## config.mk

```make
export PLATFORM = sky130hd
export DESIGN_NAME = dprc_top
export DESIGN_NICKNAME = d
export VERILOG_FILES = /design/src/hdl/dprc_pkg.sv /design/src/hdl/dprc_gate.sv /design/src/hdl/dprc_top.sv
export VERILOG_INCLUDE_DIRS = /design/src /design/src/hdl
export SDC_FILE = /design/constraint.sdc
export NUM_CORES = 1
export LEC_CHECK = 0
export BUFFER_PORTS_ARGS = -buffer_cell sky130_fd_sc_hd__clkbuf_2
export CORE_MARGIN = 10
export CORE_UTILIZATION = 34
export DETAILED_ROUTE_END_ITERATION = 8
export PLACE_DENSITY = 0.91
export SLEW_MARGIN = 25
export SYNTH_ARGS = -nofsm -noshare
export SYNTH_HDL_FRONTEND = slang
export SYNTH_SLANG_ARGS = --single-unit
```

## constraint.sdc

```tcl
create_clock -name clk -period 3.05 [get_ports clk]
set_input_delay 0.1525 -clock clk [delete_from_list [all_inputs] [get_ports clk]]
set_output_delay 0.1525 -clock clk [all_outputs]
set_load 0.005 [all_outputs]
```

## src/hdl/dprc_defs.svh

```systemverilog
`ifndef DPRC_DEFS_SVH
`define DPRC_DEFS_SVH

// ****************************************
// control register field positions
// ****************************************
`define DPRC_BIT_PWRUP 3
`define DPRC_BIT_HOLD 2
`define DPRC_BIT_WARM 1
`define DPRC_BIT_NPD 0
`define DPRC_CTRL_USED_MSB 3

// ****************************************
// reset values
// ****************************************
`define DPRC_PWRUP_RST 1'h0
`define DPRC_HOLD_RST 1'h0
`define DPRC_NPD_RST 1'h0
`define DPRC_OSLOCK_RST 1'h1

// ****************************************
// lock key and self offset layout
// ****************************************
`define DPRC_OSLOCK_KEY 32'hC5ACCE55
`define DPRC_OFFSET_VALID 2'h3
`define DPRC_OFFSET_LSB 12
`define DPRC_OFFSET_MSB 39
`define DPRC_OFFSET_W 28
`define DPRC_SIGN_W 24
`define DPRC_SELF_OFFSET_DEF 28'h0001000

`endif

```

## src/hdl/dprc_pkg.sv

```systemverilog
`default_nettype none

package dprc_pkg;

  // access path that carries a register request
  typedef enum logic [2:0]
  {
    DPRC_PATH_MM = 3'h1,
    DPRC_PATH_EXT = 3'h2,
    DPRC_PATH_CP = 3'h4
  } dprc_path_t;

  // hold-in-reset sequencer states
  typedef enum logic [2:0]
  {
    DPRC_ST_RUN = 3'h1,
    DPRC_ST_RESET = 3'h2,
    DPRC_ST_HELD = 3'h4
  } dprc_state_t;

  // one register request, valid for one cycle
  typedef struct packed
  {
    logic valid;
    logic write;
    dprc_path_t path;
    logic sel_offset;
    logic dual;
    logic [31:0] wdata;
  } dprc_req_t;

  // read answer, one cycle after the request
  typedef struct packed
  {
    logic valid;
    logic [63:0] data;
  } dprc_rsp_t;

endpackage
`default_nettype wire

```

## src/hdl/dprc_gate.sv

```systemverilog
`timescale 1ns/100ps
`default_nettype none

// ****************************************
// lock gating for gated control bits
// ****************************************
module dprc_gate
  import dprc_pkg::*;
(
  // path and core state
  input wire dprc_path_t path,
  input wire logic core_powered,
  input wire logic double_lock_status,
  input wire logic os_lock_state,
  // verdicts
  output logic npd_blocked,
  output logic warm_blocked
);

  // the os lock only shuts out the external debugger
  always_comb
  begin
    npd_blocked = !core_powered || double_lock_status || (path == DPRC_PATH_EXT && os_lock_state);
    warm_blocked = (path != DPRC_PATH_CP) && npd_blocked;
  end

endmodule
`default_nettype wire

```

## src/hdl/dprc_top.sv

```systemverilog
// Behaviour
// - bit 3 drives power-up request output
// - bit 3 written only by memory/external paths
// - coprocessor path: bits 3:2 read zero, ignored
// - hold bit keeps non-debug logic in reset
// - hold bit resets to zero
// - writing 1 to bit 1 requests warm reset
// - warm bit reads unknown; locked writes ignored, except coprocessor-path writes, which are accepted
// - bit 0 drives no-power-down output, resets zero
// - bit 0 locked when powered down, double-locked
// - bit 0 cleared when core powers down
// - self offset: dual read 64, single 32
// - self offset only on coprocessor port
// - offset in 39:12, reserved 11:2, valid 1:0
// - valid field reads binary 11
// - os lock set at power-up, changed by writes
`timescale 1ns/100ps
`default_nettype none
`include "dprc_defs.svh"

module dprc_top
  import dprc_pkg::*;
#(
  parameter logic [`DPRC_OFFSET_W-1:0] SELF_OFFSET = `DPRC_SELF_OFFSET_DEF
)
(
  // clock and reset
  input wire logic clk,
  input wire logic sys_rst,
  // register access
  input wire dprc_req_t acc_req,
  output dprc_rsp_t acc_rsp,
  // lock access writes
  input wire logic os_lock_wr_valid,
  input wire logic [31:0] os_lock_wr_data,
  // core state
  input wire logic core_powered,
  input wire logic double_lock_status,
  input wire logic core_powerup_reset,
  input wire logic core_reset_in,
  // power controller and reset controller
  output logic powerup_request_out,
  output logic no_powerdown_out,
  output logic warm_reset_req_out,
  output logic nondebug_reset_out,
  output logic os_lock_state
);

  // ****************************************
  // decode
  // ****************************************
  logic hold_in_reset_bit;
  logic npd_blocked;
  logic warm_blocked;
  logic ctrl_wr;
  logic warm_accept;
  dprc_state_t state_reg;
  dprc_state_t state_next;

  dprc_gate u_gate
  (
    .path(acc_req.path),
    .core_powered(core_powered),
    .double_lock_status(double_lock_status),
    .os_lock_state(os_lock_state),
    .npd_blocked(npd_blocked),
    .warm_blocked(warm_blocked)
  );

  // writes to the offset register fall on the floor
  assign ctrl_wr = acc_req.valid && acc_req.write && !acc_req.sel_offset;
  assign warm_accept = ctrl_wr && acc_req.wdata[`DPRC_BIT_WARM] && !warm_blocked;

  // ****************************************
  // control bits
  // ****************************************
  // power-up request lives in the debug domain, so no power gating
  always_ff @(posedge clk)
  begin
    if (sys_rst)
    begin
      powerup_request_out <= `DPRC_PWRUP_RST;
      hold_in_reset_bit <= `DPRC_HOLD_RST;
    end
    else if (ctrl_wr && acc_req.path != DPRC_PATH_CP)
    begin
      powerup_request_out <= acc_req.wdata[`DPRC_BIT_PWRUP];
      hold_in_reset_bit <= acc_req.wdata[`DPRC_BIT_HOLD];
    end
  end

  // no-power-down bit sits in the core domain and dies with it
  always_ff @(posedge clk)
  begin
    if (sys_rst || !core_powered)
      no_powerdown_out <= `DPRC_NPD_RST;
    else if (ctrl_wr && !npd_blocked)
      no_powerdown_out <= acc_req.wdata[`DPRC_BIT_NPD];
  end

  // warm reset holds no state, only a pulse per accepted write
  always_ff @(posedge clk)
  begin
    if (sys_rst)
      warm_reset_req_out <= 1'h0;
    else
      warm_reset_req_out <= warm_accept;
  end

  // ****************************************
  // os lock
  // ****************************************
  always_ff @(posedge clk)
  begin
    if (sys_rst || core_powerup_reset)
      os_lock_state <= `DPRC_OSLOCK_RST;
    else if (os_lock_wr_valid)
      os_lock_state <= (os_lock_wr_data == `DPRC_OSLOCK_KEY);
  end

  // ****************************************
  // hold-in-reset sequencer
  // ****************************************
  always_comb
  begin
    state_next = state_reg;
    case (state_reg)
      DPRC_ST_RUN:
        if (core_reset_in)
          state_next = DPRC_ST_RESET;
      DPRC_ST_RESET:
        if (!core_reset_in)
          state_next = hold_in_reset_bit ? DPRC_ST_HELD : DPRC_ST_RUN;
      DPRC_ST_HELD:
        if (core_reset_in)
          state_next = DPRC_ST_RESET;
        else if (!hold_in_reset_bit)
          state_next = DPRC_ST_RUN;
      default:
        state_next = DPRC_ST_RESET;
    endcase
  end

  // output is registered with the state, so they never disagree
  always_ff @(posedge clk)
  begin
    if (sys_rst)
    begin
      state_reg <= DPRC_ST_RUN;
      nondebug_reset_out <= 1'h0;
    end
    else
    begin
      state_reg <= state_next;
      nondebug_reset_out <= (state_next != DPRC_ST_RUN);
    end
  end

  // ****************************************
  // read path
  // ****************************************
  logic [63:0] rd_next;
  logic [`DPRC_CTRL_USED_MSB:0] ctrl_view;
  logic [63:0] offset_word;

  // sign-extended offset word, valid field hard-wired
  assign offset_word = {{`DPRC_SIGN_W{SELF_OFFSET[`DPRC_OFFSET_W-1]}}, SELF_OFFSET,
                        10'h000, `DPRC_OFFSET_VALID};

  always_comb
  begin
    ctrl_view = '0;
    // unknown reads are modelled as zero
    if (acc_req.path != DPRC_PATH_CP)
    begin
      ctrl_view[`DPRC_BIT_PWRUP] = powerup_request_out;
      ctrl_view[`DPRC_BIT_HOLD] = hold_in_reset_bit;
    end
    ctrl_view[`DPRC_BIT_WARM] = 1'h0;
    ctrl_view[`DPRC_BIT_NPD] = no_powerdown_out && !npd_blocked;
    rd_next = '0;
    if (!acc_req.sel_offset)
      rd_next = {60'h0, ctrl_view};
    else if (acc_req.path == DPRC_PATH_CP)
      rd_next = acc_req.dual ? offset_word : {32'h0, offset_word[31:0]};
  end

  always_ff @(posedge clk)
  begin
    if (sys_rst)
      acc_rsp <= '0;
    else
    begin
      acc_rsp.valid <= acc_req.valid && !acc_req.write;
      acc_rsp.data <= (acc_req.valid && !acc_req.write) ? rd_next : 64'h0;
    end
  end

  dprc_req_t req_prev;
  always_ff @(posedge clk)
  begin
    if (sys_rst)
      req_prev <= '0;
    else
      req_prev <= acc_req;
  end
endmodule
`default_nettype wire

```

==> metrics.md, run 1 <==
| Metric | Value |
|---|---|
| Drt pass-1 iters | 4 |
| RSZ-0062 raised after global routing | false |
| Final Util | 41.1% |
| CTS max path bufs | 2 |
| Die Y | 77.5 microns |
| Die Area | 6010 sq um |
| Share of the synthesized area in the top cell type | 40.0% |
| FF-to-FF setup slack | 1.83 ns |
| Dpl ws | 1.79 ns |
| Yosys reg bits | 14 |
| GRT Overall Usage | 9.27% |
| Synth async-reset ratio | 0% |
| Critical Path End | no_powerdown_out |
| Reg2reg path depth | 4 |
| Routed WL | 3160 microns |
| Cell Area, Synth | 1120 sq um |
| Die X | 77.5 microns |
| IO Port Bufs | 59 |
| Root buffer selected by CTS | clkbuf_4 |
| Setup slack after layout | 1.83 ns |
| Hold buffer count at CTS | 0 |
| CP Capture Type | flip-flop |
| Status | finished clean |
| Layout cells sized above 1 | 35.9% |
| Fin. Hold Viols | 0 |
| # clock sinks | 14 |
| Global-route wire length before repair | 4600 microns |
| Clock skew | 0.00257 ns |
| P_leak | 0.700 nW |
| Hpwl dp | 2950 microns |
| Placed cell area | 1240 sq um |
| HP Class | in -> reg |
| Most area-hungry cell type in the Yosys netlist | buf_4 |
| Routed Antenna Nets | 0 |
| Crit path required time | 3.22 ns |
| Post-CTS Setup Repair Bufs | 0 |
| EDFF count, synth | 0 |
| Wire per inst | 13.4 microns |
| Final Critical Period | 1.22 ns |
| CTS tree | built |
| Post_cts resized | 0 |
| Routed vias/inst | 3.82 |
| Pwr Total | 0.411 mW |
| Highest Clock Rate | 819 MHz |
| Largest net degree at the start of global routing | 10 |
| Setup TNS Final | 0 ns |
| CP max FO | 3 |
| Register area share after synthesis | 24.9% |
| Cells after synthesis | 132 |
| Drt drc | 0 |
| Period utilization | 40.0% |
| Number of global-route vias before repair | 1016 |
| CTS buffer count | 3 |
| GR Overflow Total | 0 |
| Syn. warnings | 0 |
| Setup violators final | 0 |
| Skew-Pair Late Insertion Delay | 0.28 ns |
| Mean Syn Cell Area | 8.52 sq um |
| Max-Cap Viols | 0 |
| Initial antenna violation count | 0 |
| Slew Viols, Final | 0 |
| FF-to-FF End | no_powerdown_out |
| Starting DRC count in detailed routing | 28 |
| Core Rows | 20 |
| GP Congestion | 0.695 |
| Startpoint Class | flip-flop |
| Hold Crit Depth | 3 |
| Final Cell Area | 1270 sq um |
| Largest stage delay, worst path | 0.36 ns |
| Nets@finish | 271 |
| Slowest-stage cell, CP | a2111oi_4 |
| Commonest cells in the netlist | buf_4, dfxtp_1, nor2_1 |
| H-tree Lvls | 1 |
| I/O Pins | 148 |
| Initial Utilization | 36.3% |
| Worst R2R Start | os_lock_state |
| Synth-to-Final Area Change | 13.3% |
| PD cells | 322 nW/um^2 |
| N_diodes | 0 |
| WS Path Type | reg -> reg |
| Beginning of the critical path | os_lock_state |
| Max reg flops | 5 |
| CP Data Arrival Time | 1.39 ns |
| Most numerous cell in the Yosys netlist | buf_4 |
| Critical Path, Cell by Cell | and2_4 -> a2111oi_4 -> mux2i_1 -> nor3_1 |
| CORE AREA | 3100 sq um |
| Peak VDD IR | 112 uV |
| Synth area leaders | buf_4, dfxtp_1, a2111oi_4 |
| Cell variety after synth | 31 |
| Vias | 902 |
| Top_reg_cell synth | dfxtp_1 |
| CTS clk-pin slew, worst paths | 0.08 ns |
per-layer routing:
layer | track usage [%] | routed length [microns]
met1 | 8.11 | 1130
met2 | 17.6 | 1650
met3 | 4.61 | 343
met4 | 3.83 | 41
met5 | 0 | 0
layout make-up:
class                   count  area [sq um]
clock buffers               4          36.3
repair buffers             59           295
inverters                   5          18.8
well taps                  44          55.1
fillers                   339          1830
flip-flops and latches     14           280
multi-input cells         110           589
power breakdown:
| part | internal (mW) | leakage [nW] | total [mW] | switching [mW] |
|---|---|---|---|---|
| registers | 0.189 | 0.114 | 0.193 | 0.00451 |
| logic | 0.0377 | 0.565 | 0.0861 | 0.0484 |
| clock network | 0.0727 | 0.0210 | 0.131 | 0.0587 |
| total | 0.299 | 0.700 | 0.411 | 0.112 |
worst min path at each step:
stage | to | start | slack (ns)
finish | os_lock_state | core_powerup_reset | 0.06
global route | os_lock_state | core_powerup_reset | 0.08
CTS | os_lock_state | core_powerup_reset | 0.06
detailed placement | os_lock_state | core_powerup_reset | 0.36
global placement | os_lock_state | core_powerup_reset | 0.36
floorplan | os_lock_state | core_powerup_reset | 0.26
metrics by stage:
stage	hold slack (ns)	cells
6_report	0.0624	236
5_1_grt	0.0812	236
4_1_cts	0.0613	236
3_5_place_dp	0.358	232
3_3_place_gp	0.358	232
2_1_floorplan	0.261	190
layout by cell type, fill, tap and decap left out, types with 2 or more instances in the layout:
master,n
nor3_1,4
a21oi_1,3
inv_1,5
clkbuf_2,59
nor4bb_1,2
nand2b_1,2
clkbuf_4,3
nand3b_1,2
nand4_1,2
nor2_1,7
a211oi_1,2
nand4b_1,2
nand2_1,6
o21ai_0,3
dfxtp_1,14
and2_1,2
conb_1,59
critical path: cells and delay by family, from the launching register on:
family,cells,cell delay [ns]
AO/OA/AOI/OAI,1,0.36
flip-flops,1,0.33
multiplexers,1,0.22
AND/OR/NAND/NOR,2,0.21
kinds of logic after synthesis:
group           share of synthesized area (%)
buf+inv                                  42.0
simple gates                             22.1
flops                                    24.9
compound gates                           8.90
xor+xnor                                0.779
mux                                     0.890
other cells                             0.333
(Power assumes the default switching activity.)
==> inputs of run 2 (changes only) <==
--- a/config.mk
+++ b/config.mk
@@ -8,9 +8,9 @@
 export LEC_CHECK = 0
 export BUFFER_PORTS_ARGS = -buffer_cell sky130_fd_sc_hd__clkbuf_2
 export CORE_MARGIN = 10
-export CORE_UTILIZATION = 34
+export CORE_UTILIZATION = 28
 export DETAILED_ROUTE_END_ITERATION = 8
-export PLACE_DENSITY = 0.91
+export PLACE_DENSITY = 0.81
 export SLEW_MARGIN = 25
 export SYNTH_ARGS = -nofsm -noshare
 export SYNTH_HDL_FRONTEND = slang
==> constraint.sdc (replaced) <==
create_clock -name clk -period 1 [get_ports clk]
set_input_delay 0.05 -clock clk [delete_from_list [all_inputs] [get_ports clk]]
set_output_delay 0.05 -clock clk [all_outputs]
set_load 0.005 [all_outputs]
==> run 2 against run 1 <==
Net effect: the run now ends with setup timing left; maximum frequency up 5.2%; die area grew 16%; wire length grew 2.1%; critical path depth unchanged; power rose to 3.5 times the previous value; critical endpoint unchanged; largest power group unchanged.
==> metrics.md, run 2 (same netlist as run 1, synthesis figures left out) <==
| Metric | Value |
|---|---|
| Critical path buffers and inverters | 0 |
| Core Rows | 22 |
| Slowest-stage cell, CP | dfxtp_2 |
| WL met1 | 1260 microns |
| Clock skew | 0.00201 ns |
| Most frequent cells in the layout | conb_1, clkbuf_2, dfxtp_1 |
| Beginning of the critical path | os_lock_state |
| PD cells | 1050 nW/um^2 |
| Layout cells sized above 1 | 39.7% |
| HP Class | in -> reg |
| Fin. Hold Viols | 0 |
| Initial Utilization | 29.8% |
| Starting DRC count in detailed routing | 27 |
| IO Port Bufs | 59 |
| Final Cell Area | 1360 sq um |
| Highest Clock Rate | 862 MHz |
| Cell family with most CP delay | flip-flops |
| CP max FO | 2 |
| Die X | 83.4 microns |
| Routed WL | 3230 microns |
| H-tree Lvls | 1 |
| P_leak | 0.743 nW |
| Largest stage delay, worst path | 0.32 ns |
| Period utilization | 116% |
| Number of global-route vias before repair | 1045 |
| Failing checks | setup timing |
| Nets@finish | 278 |
| Die Area | 6950 sq um |
| Drt drc | 0 |
| Critical Path, Cell by Cell | and2_4 -> a2111oi_4 -> mux2i_1 -> nor3_1 |
| Setup slack after layout | -0.161 ns |
| Top Layer Used | met4 |
| GRT Overall Usage | 8.20% |
| RSZ-0062 raised after global routing | true |
| Routed vias/inst | 3.77 |
| Status | finished with violations |
| GR Overflow Total | 0 |
| WS Path Type | reg -> reg |
| Root buffer selected by CTS | clkbuf_8 |
| Routed Antenna Nets | 0 |
| Placed cell area | 1300 sq um |
| Global-route wire length before repair | 4840 microns |
| Hold buffer count at CTS | 0 |
| Slew Viols, Final | 0 |
| Max reg flops | 5 |
| Final Critical Period | 1.16 ns |
| Routed wl met2 | 1650 microns |
| I/O Pins | 148 |
| CP Data Arrival Time | 1.29 ns |
| Post-CTS Setup Repair Bufs | 0 |
| CTS buffer count | 3 |
| CTS max path bufs | 2 |
| Crit path required time | 1.13 ns |
| Wire per inst | 13.1 microns |
| Skew-Pair Late Insertion Delay | 0.25 ns |
| Drt pass-1 iters | 4 |
| Peak VDD IR | 308 uV |
| CTS tree | built |
| Setup violators final | 4 |
| Setup TNS Final | -0.286 ns |
| Pwr Total | 1.42 mW |
| Vias | 932 |
| Hpwl dp | 2940 microns |
| Largest net degree at the start of global routing | 9 |
| # clock sinks | 14 |
| Max-Cap Viols | 0 |
| Worst R2R Start | os_lock_state |
| Fillers | 395 |
| CP Capture Type | flip-flop |
| CTS clk-pin slew, worst paths | 0.06 ns |
| GP Congestion | 0.762 |
| HP Start | core_powerup_reset |
| Die Y | 83.4 microns |
| Met3 wire length | 284 microns |
| Synth-to-Final Area Change | 20.8% |
| N_diodes | 0 |
| Initial antenna violation count | 0 |
| Startpoint Class | flip-flop |
| CORE AREA | 3770 sq um |
## run 2: layer usage
layer	global-route usage, %	vias up
met3	3.32	6
li1	-	454
met5	0	-
met2	14.5	64
met1	8.33	408
met4	3.23	0
## run 2: final cells by class
| cell class | count | area [sq um] | share of cell area [%] |
|---|---|---|---|
| multi-input cells | 110 | 594 | 43.7 |
| repair buffers | 66 | 348 | 25.6 |
| flip-flops and latches | 14 | 283 | 20.8 |
| well taps | 48 | 60.1 | 4.42 |
| clock buffers | 4 | 55.1 | 4.05 |
| inverters | 5 | 18.8 | 1.38 |
## run 2: metrics by stage
step	setup WS [ns]	util [%]	hold slack, ns	cells
floorplan	-0.121	-	0.158	190
global placement	-0.110	34.4	0.259	243
detailed placement	-0.147	34.4	0.277	243
CTS	-0.161	35.9	0.0184	247
global route	-0.222	36.0	0.0357	247
finish	-0.161	36.0	0.0150	247
## run 2: worst register-to-register path: cells and delay by family (launching register included)
family	cells	cell delay (ns)
AOI/OAI and AO/OA	1	0.31
and+or+nand+nor	2	0.20
DFF	1	0.32
muxes	1	0.22
## run 2: final timing paths
kind                         endpoint  slack [ns]  cells past startpoint
setup reg to reg     no_powerdown_out       -0.16                      4
hold / removal          os_lock_state        0.01                      3
setup / recovery     no_powerdown_out       -0.16                      4
hold reg to reg   powerup_request_out        0.48                      2
## run 2: power by group
group	total (mW)	leakage (nW)	switching (mW)	internal (mW)
clock	0.548	0.0288	0.199	0.349
sequential	0.589	0.114	0.0119	0.577
combinational	0.286	0.600	0.157	0.129
total	1.42	0.743	0.368	1.05
## run 2: what timing repair did
item,4_1_cts,5_1_grt
pin swaps,1,0
gates resized for setup,1,2
endpoints found under the setup margin,4,4
==> inputs of run 3 (changes only) <==
--- a/config.mk
+++ b/config.mk
@@ -10,7 +10,7 @@
 export CORE_MARGIN = 10
 export CORE_UTILIZATION = 28
 export DETAILED_ROUTE_END_ITERATION = 8
-export PLACE_DENSITY = 0.81
+export PLACE_DENSITY = 0.76
 export SLEW_MARGIN = 25
 export SYNTH_ARGS = -nofsm -noshare
 export SYNTH_HDL_FRONTEND = slang
==> run 3 against run 2 <==
Net effect: the flow still finishes with violations (setup timing); worst setup slack improved by 0.023 ns; clock power rose by 2%; via count rose by 1.3%; cell count rose by 0.40%; power rose by 2.5%; combinational power rose by 7.7%; final area rose by 2.7%; core utilization rose by 0.96 points; critical endpoint unchanged; highest routed layer unchanged.
==> metrics.md, run 3 (same netlist as run 1, synthesis figures left out) <==
| Metric | Value |
|---|---|
| Status | finished with violations |
| Failing checks | setup timing |
| Skew-Pair Late Insertion Delay | 0.25 ns |
| Slowest-stage cell, CP | dfxtp_2 |
| Fillers | 397 |
| # clock sinks | 14 |
| Slew Viols, Final | 0 |
| Crit path required time | 1.13 ns |
| CP Data Arrival Time | 1.27 ns |
| N_diodes | 0 |
| GRT Overall Usage | 8.73% |
| Nets@finish | 279 |
| Critical path buffers and inverters | 0 |
| Drt drc | 0 |
| WS Path Type | reg -> reg |
| Routed Antenna Nets | 0 |
| HP Class | in -> reg |
| H-tree Lvls | 1 |
| IO Port Bufs | 59 |
| GR Overflow Total | 0 |
| Hpwl dp | 2880 microns |
| CTS buffer count | 3 |
| CORE AREA | 3770 sq um |
| FF-to-FF setup slack | -0.14 ns |
| Setup violators final | 4 |
| Core Rows | 22 |
| GR peak layer | met2 |
| GP Congestion | 0.744 |
| Max-Cap Viols | 0 |
| Setup slack after layout | -0.137 ns |
| Dpl ws | -0.184 ns |
| M3 GR Usage | 2.25% |
| Number of global-route vias before repair | 1134 |
| Final Critical Period | 1.14 ns |
| Drt pass-1 iters | 4 |
| Hold Crit Depth | 3 |
| CTS tree | built |
| Layout cells sized above 1 | 42.5% |
| Period utilization | 114% |
| Met2 Use GR | 16.1% |
| Startpoint Class | flip-flop |
| Synth-to-Final Area Change | 24.0% |
| Starting DRC count in detailed routing | 35 |
| Largest stage delay, worst path | 0.32 ns |
| Global-route wire length before repair | 5170 microns |
| Worst R2R Start | os_lock_state |
| Pwr Total | 1.46 mW |
| CTS clk-pin slew, worst paths | 0.06 ns |
| Largest net degree at the start of global routing | 9 |
| Vias | 944 |
| Hold path endpoint | os_lock_state |
| Die Area | 6950 sq um |
| Final hold slack | 0.00976 ns |
| M1 GR Usage | 9.38% |
| CTS max path bufs | 2 |
| Area of the multi-input gates | 617 sq um |
| Initial antenna violation count | 0 |
| FF-to-FF End | no_powerdown_out |
| Die X | 83.4 microns |
| CP max FO | 2 |
| Most frequent cells in the layout | conb_1, clkbuf_2, dfxtp_1 |
| Die Y | 83.4 microns |
| Routed WL | 3310 microns |
| Cell family with most CP delay | flip-flops |
| Peak VDD IR | 300 uV |
| Wire per inst | 13.4 microns |
| Routed vias/inst | 3.81 |
| Max reg flops | 5 |
| I/O Pins | 148 |
| Clock skew | 0.000491 ns |
| Fin. Hold Viols | 0 |
| Initial Utilization | 29.8% |
| RSZ-0062 raised after global routing | true |
| PD cells | 1050 nW/um^2 |
| Critical Path, Cell by Cell | and2_4 -> a2111oi_4 -> mux2i_1 -> nor3_1 |
| Sequential cell area | 285 sq um |
| P_leak | 0.759 nW |
| CP Capture Type | flip-flop |
| Highest Clock Rate | 879 MHz |
| Root buffer selected by CTS | clkbuf_8 |
| HP Start | core_powerup_reset |
| Reg2reg path depth | 4 |
run 3: changes by cell type in the layout (fill, tap and decap cells not counted), sizes merged:
cell / before / now
buf: 7 / 8
run 3: worst min-delay path, cell delays in order:
cell      delay, ns
clkbuf_2       0.08
a211oi_1       0.03
o21ai_1        0.06
run 3: worst max-delay path by stage:
stage | startpoint | end | slack, ns | cells past startpoint
6_report | os_lock_state | no_powerdown_out | -0.14 | 4
2_1_floorplan | os_lock_state | no_powerdown_out | -0.12 | 4
3_3_place_gp | os_lock_state | warm_reset_req_out | -0.12 | 4
4_1_cts | os_lock_state | no_powerdown_out | -0.14 | 4
3_5_place_dp | os_lock_state | warm_reset_req_out | -0.18 | 4
5_1_grt | os_lock_state | no_powerdown_out | -0.19 | 4
run 3: per-layer routing:
metal / part of all wire (%) / up-vias
met3: 7.5 / 5
met4: 1.1 / 0
met1: 40 / 416
met5: 0 / -
li1: - / 456
met2: 51 / 67
run 3: area by class of cell:
cell class	count	area share, %
well taps	48	4.30
repair buffers	67	25.7
inverters	5	1.35
flip-flops and latches	14	20.4
clock buffers	4	3.95
multi-input cells	110	44.2
run 3: where the power goes:
group	switching, mW	internal [mW]
Clock	0.207	0.349
Combinational	0.163	0.145
Sequential	0.0154	0.578
run 3: stage by stage:
stage | cells | TNS [ns] | instance area [sq um] | utilization, %
2_1_floorplan | 190 | -0.250 | 1340 | -
3_3_place_gp | 242 | -0.364 | 1290 | 34.2
3_5_place_dp | 242 | -0.536 | 1290 | 34.2
4_1_cts | 248 | -0.222 | 1390 | 36.8
5_1_grt | 248 | -0.436 | 1400 | 37.0
6_report | 248 | -0.198 | 1400 | 37.0
run 3: timing repair:
item / CTS / global route
resized for setup: 6 / 3
hold buffers: 0 / 0
pin swaps: 6 / 3
endpoints found under the setup margin: 4 / 6
buffers inserted: 2 / 0
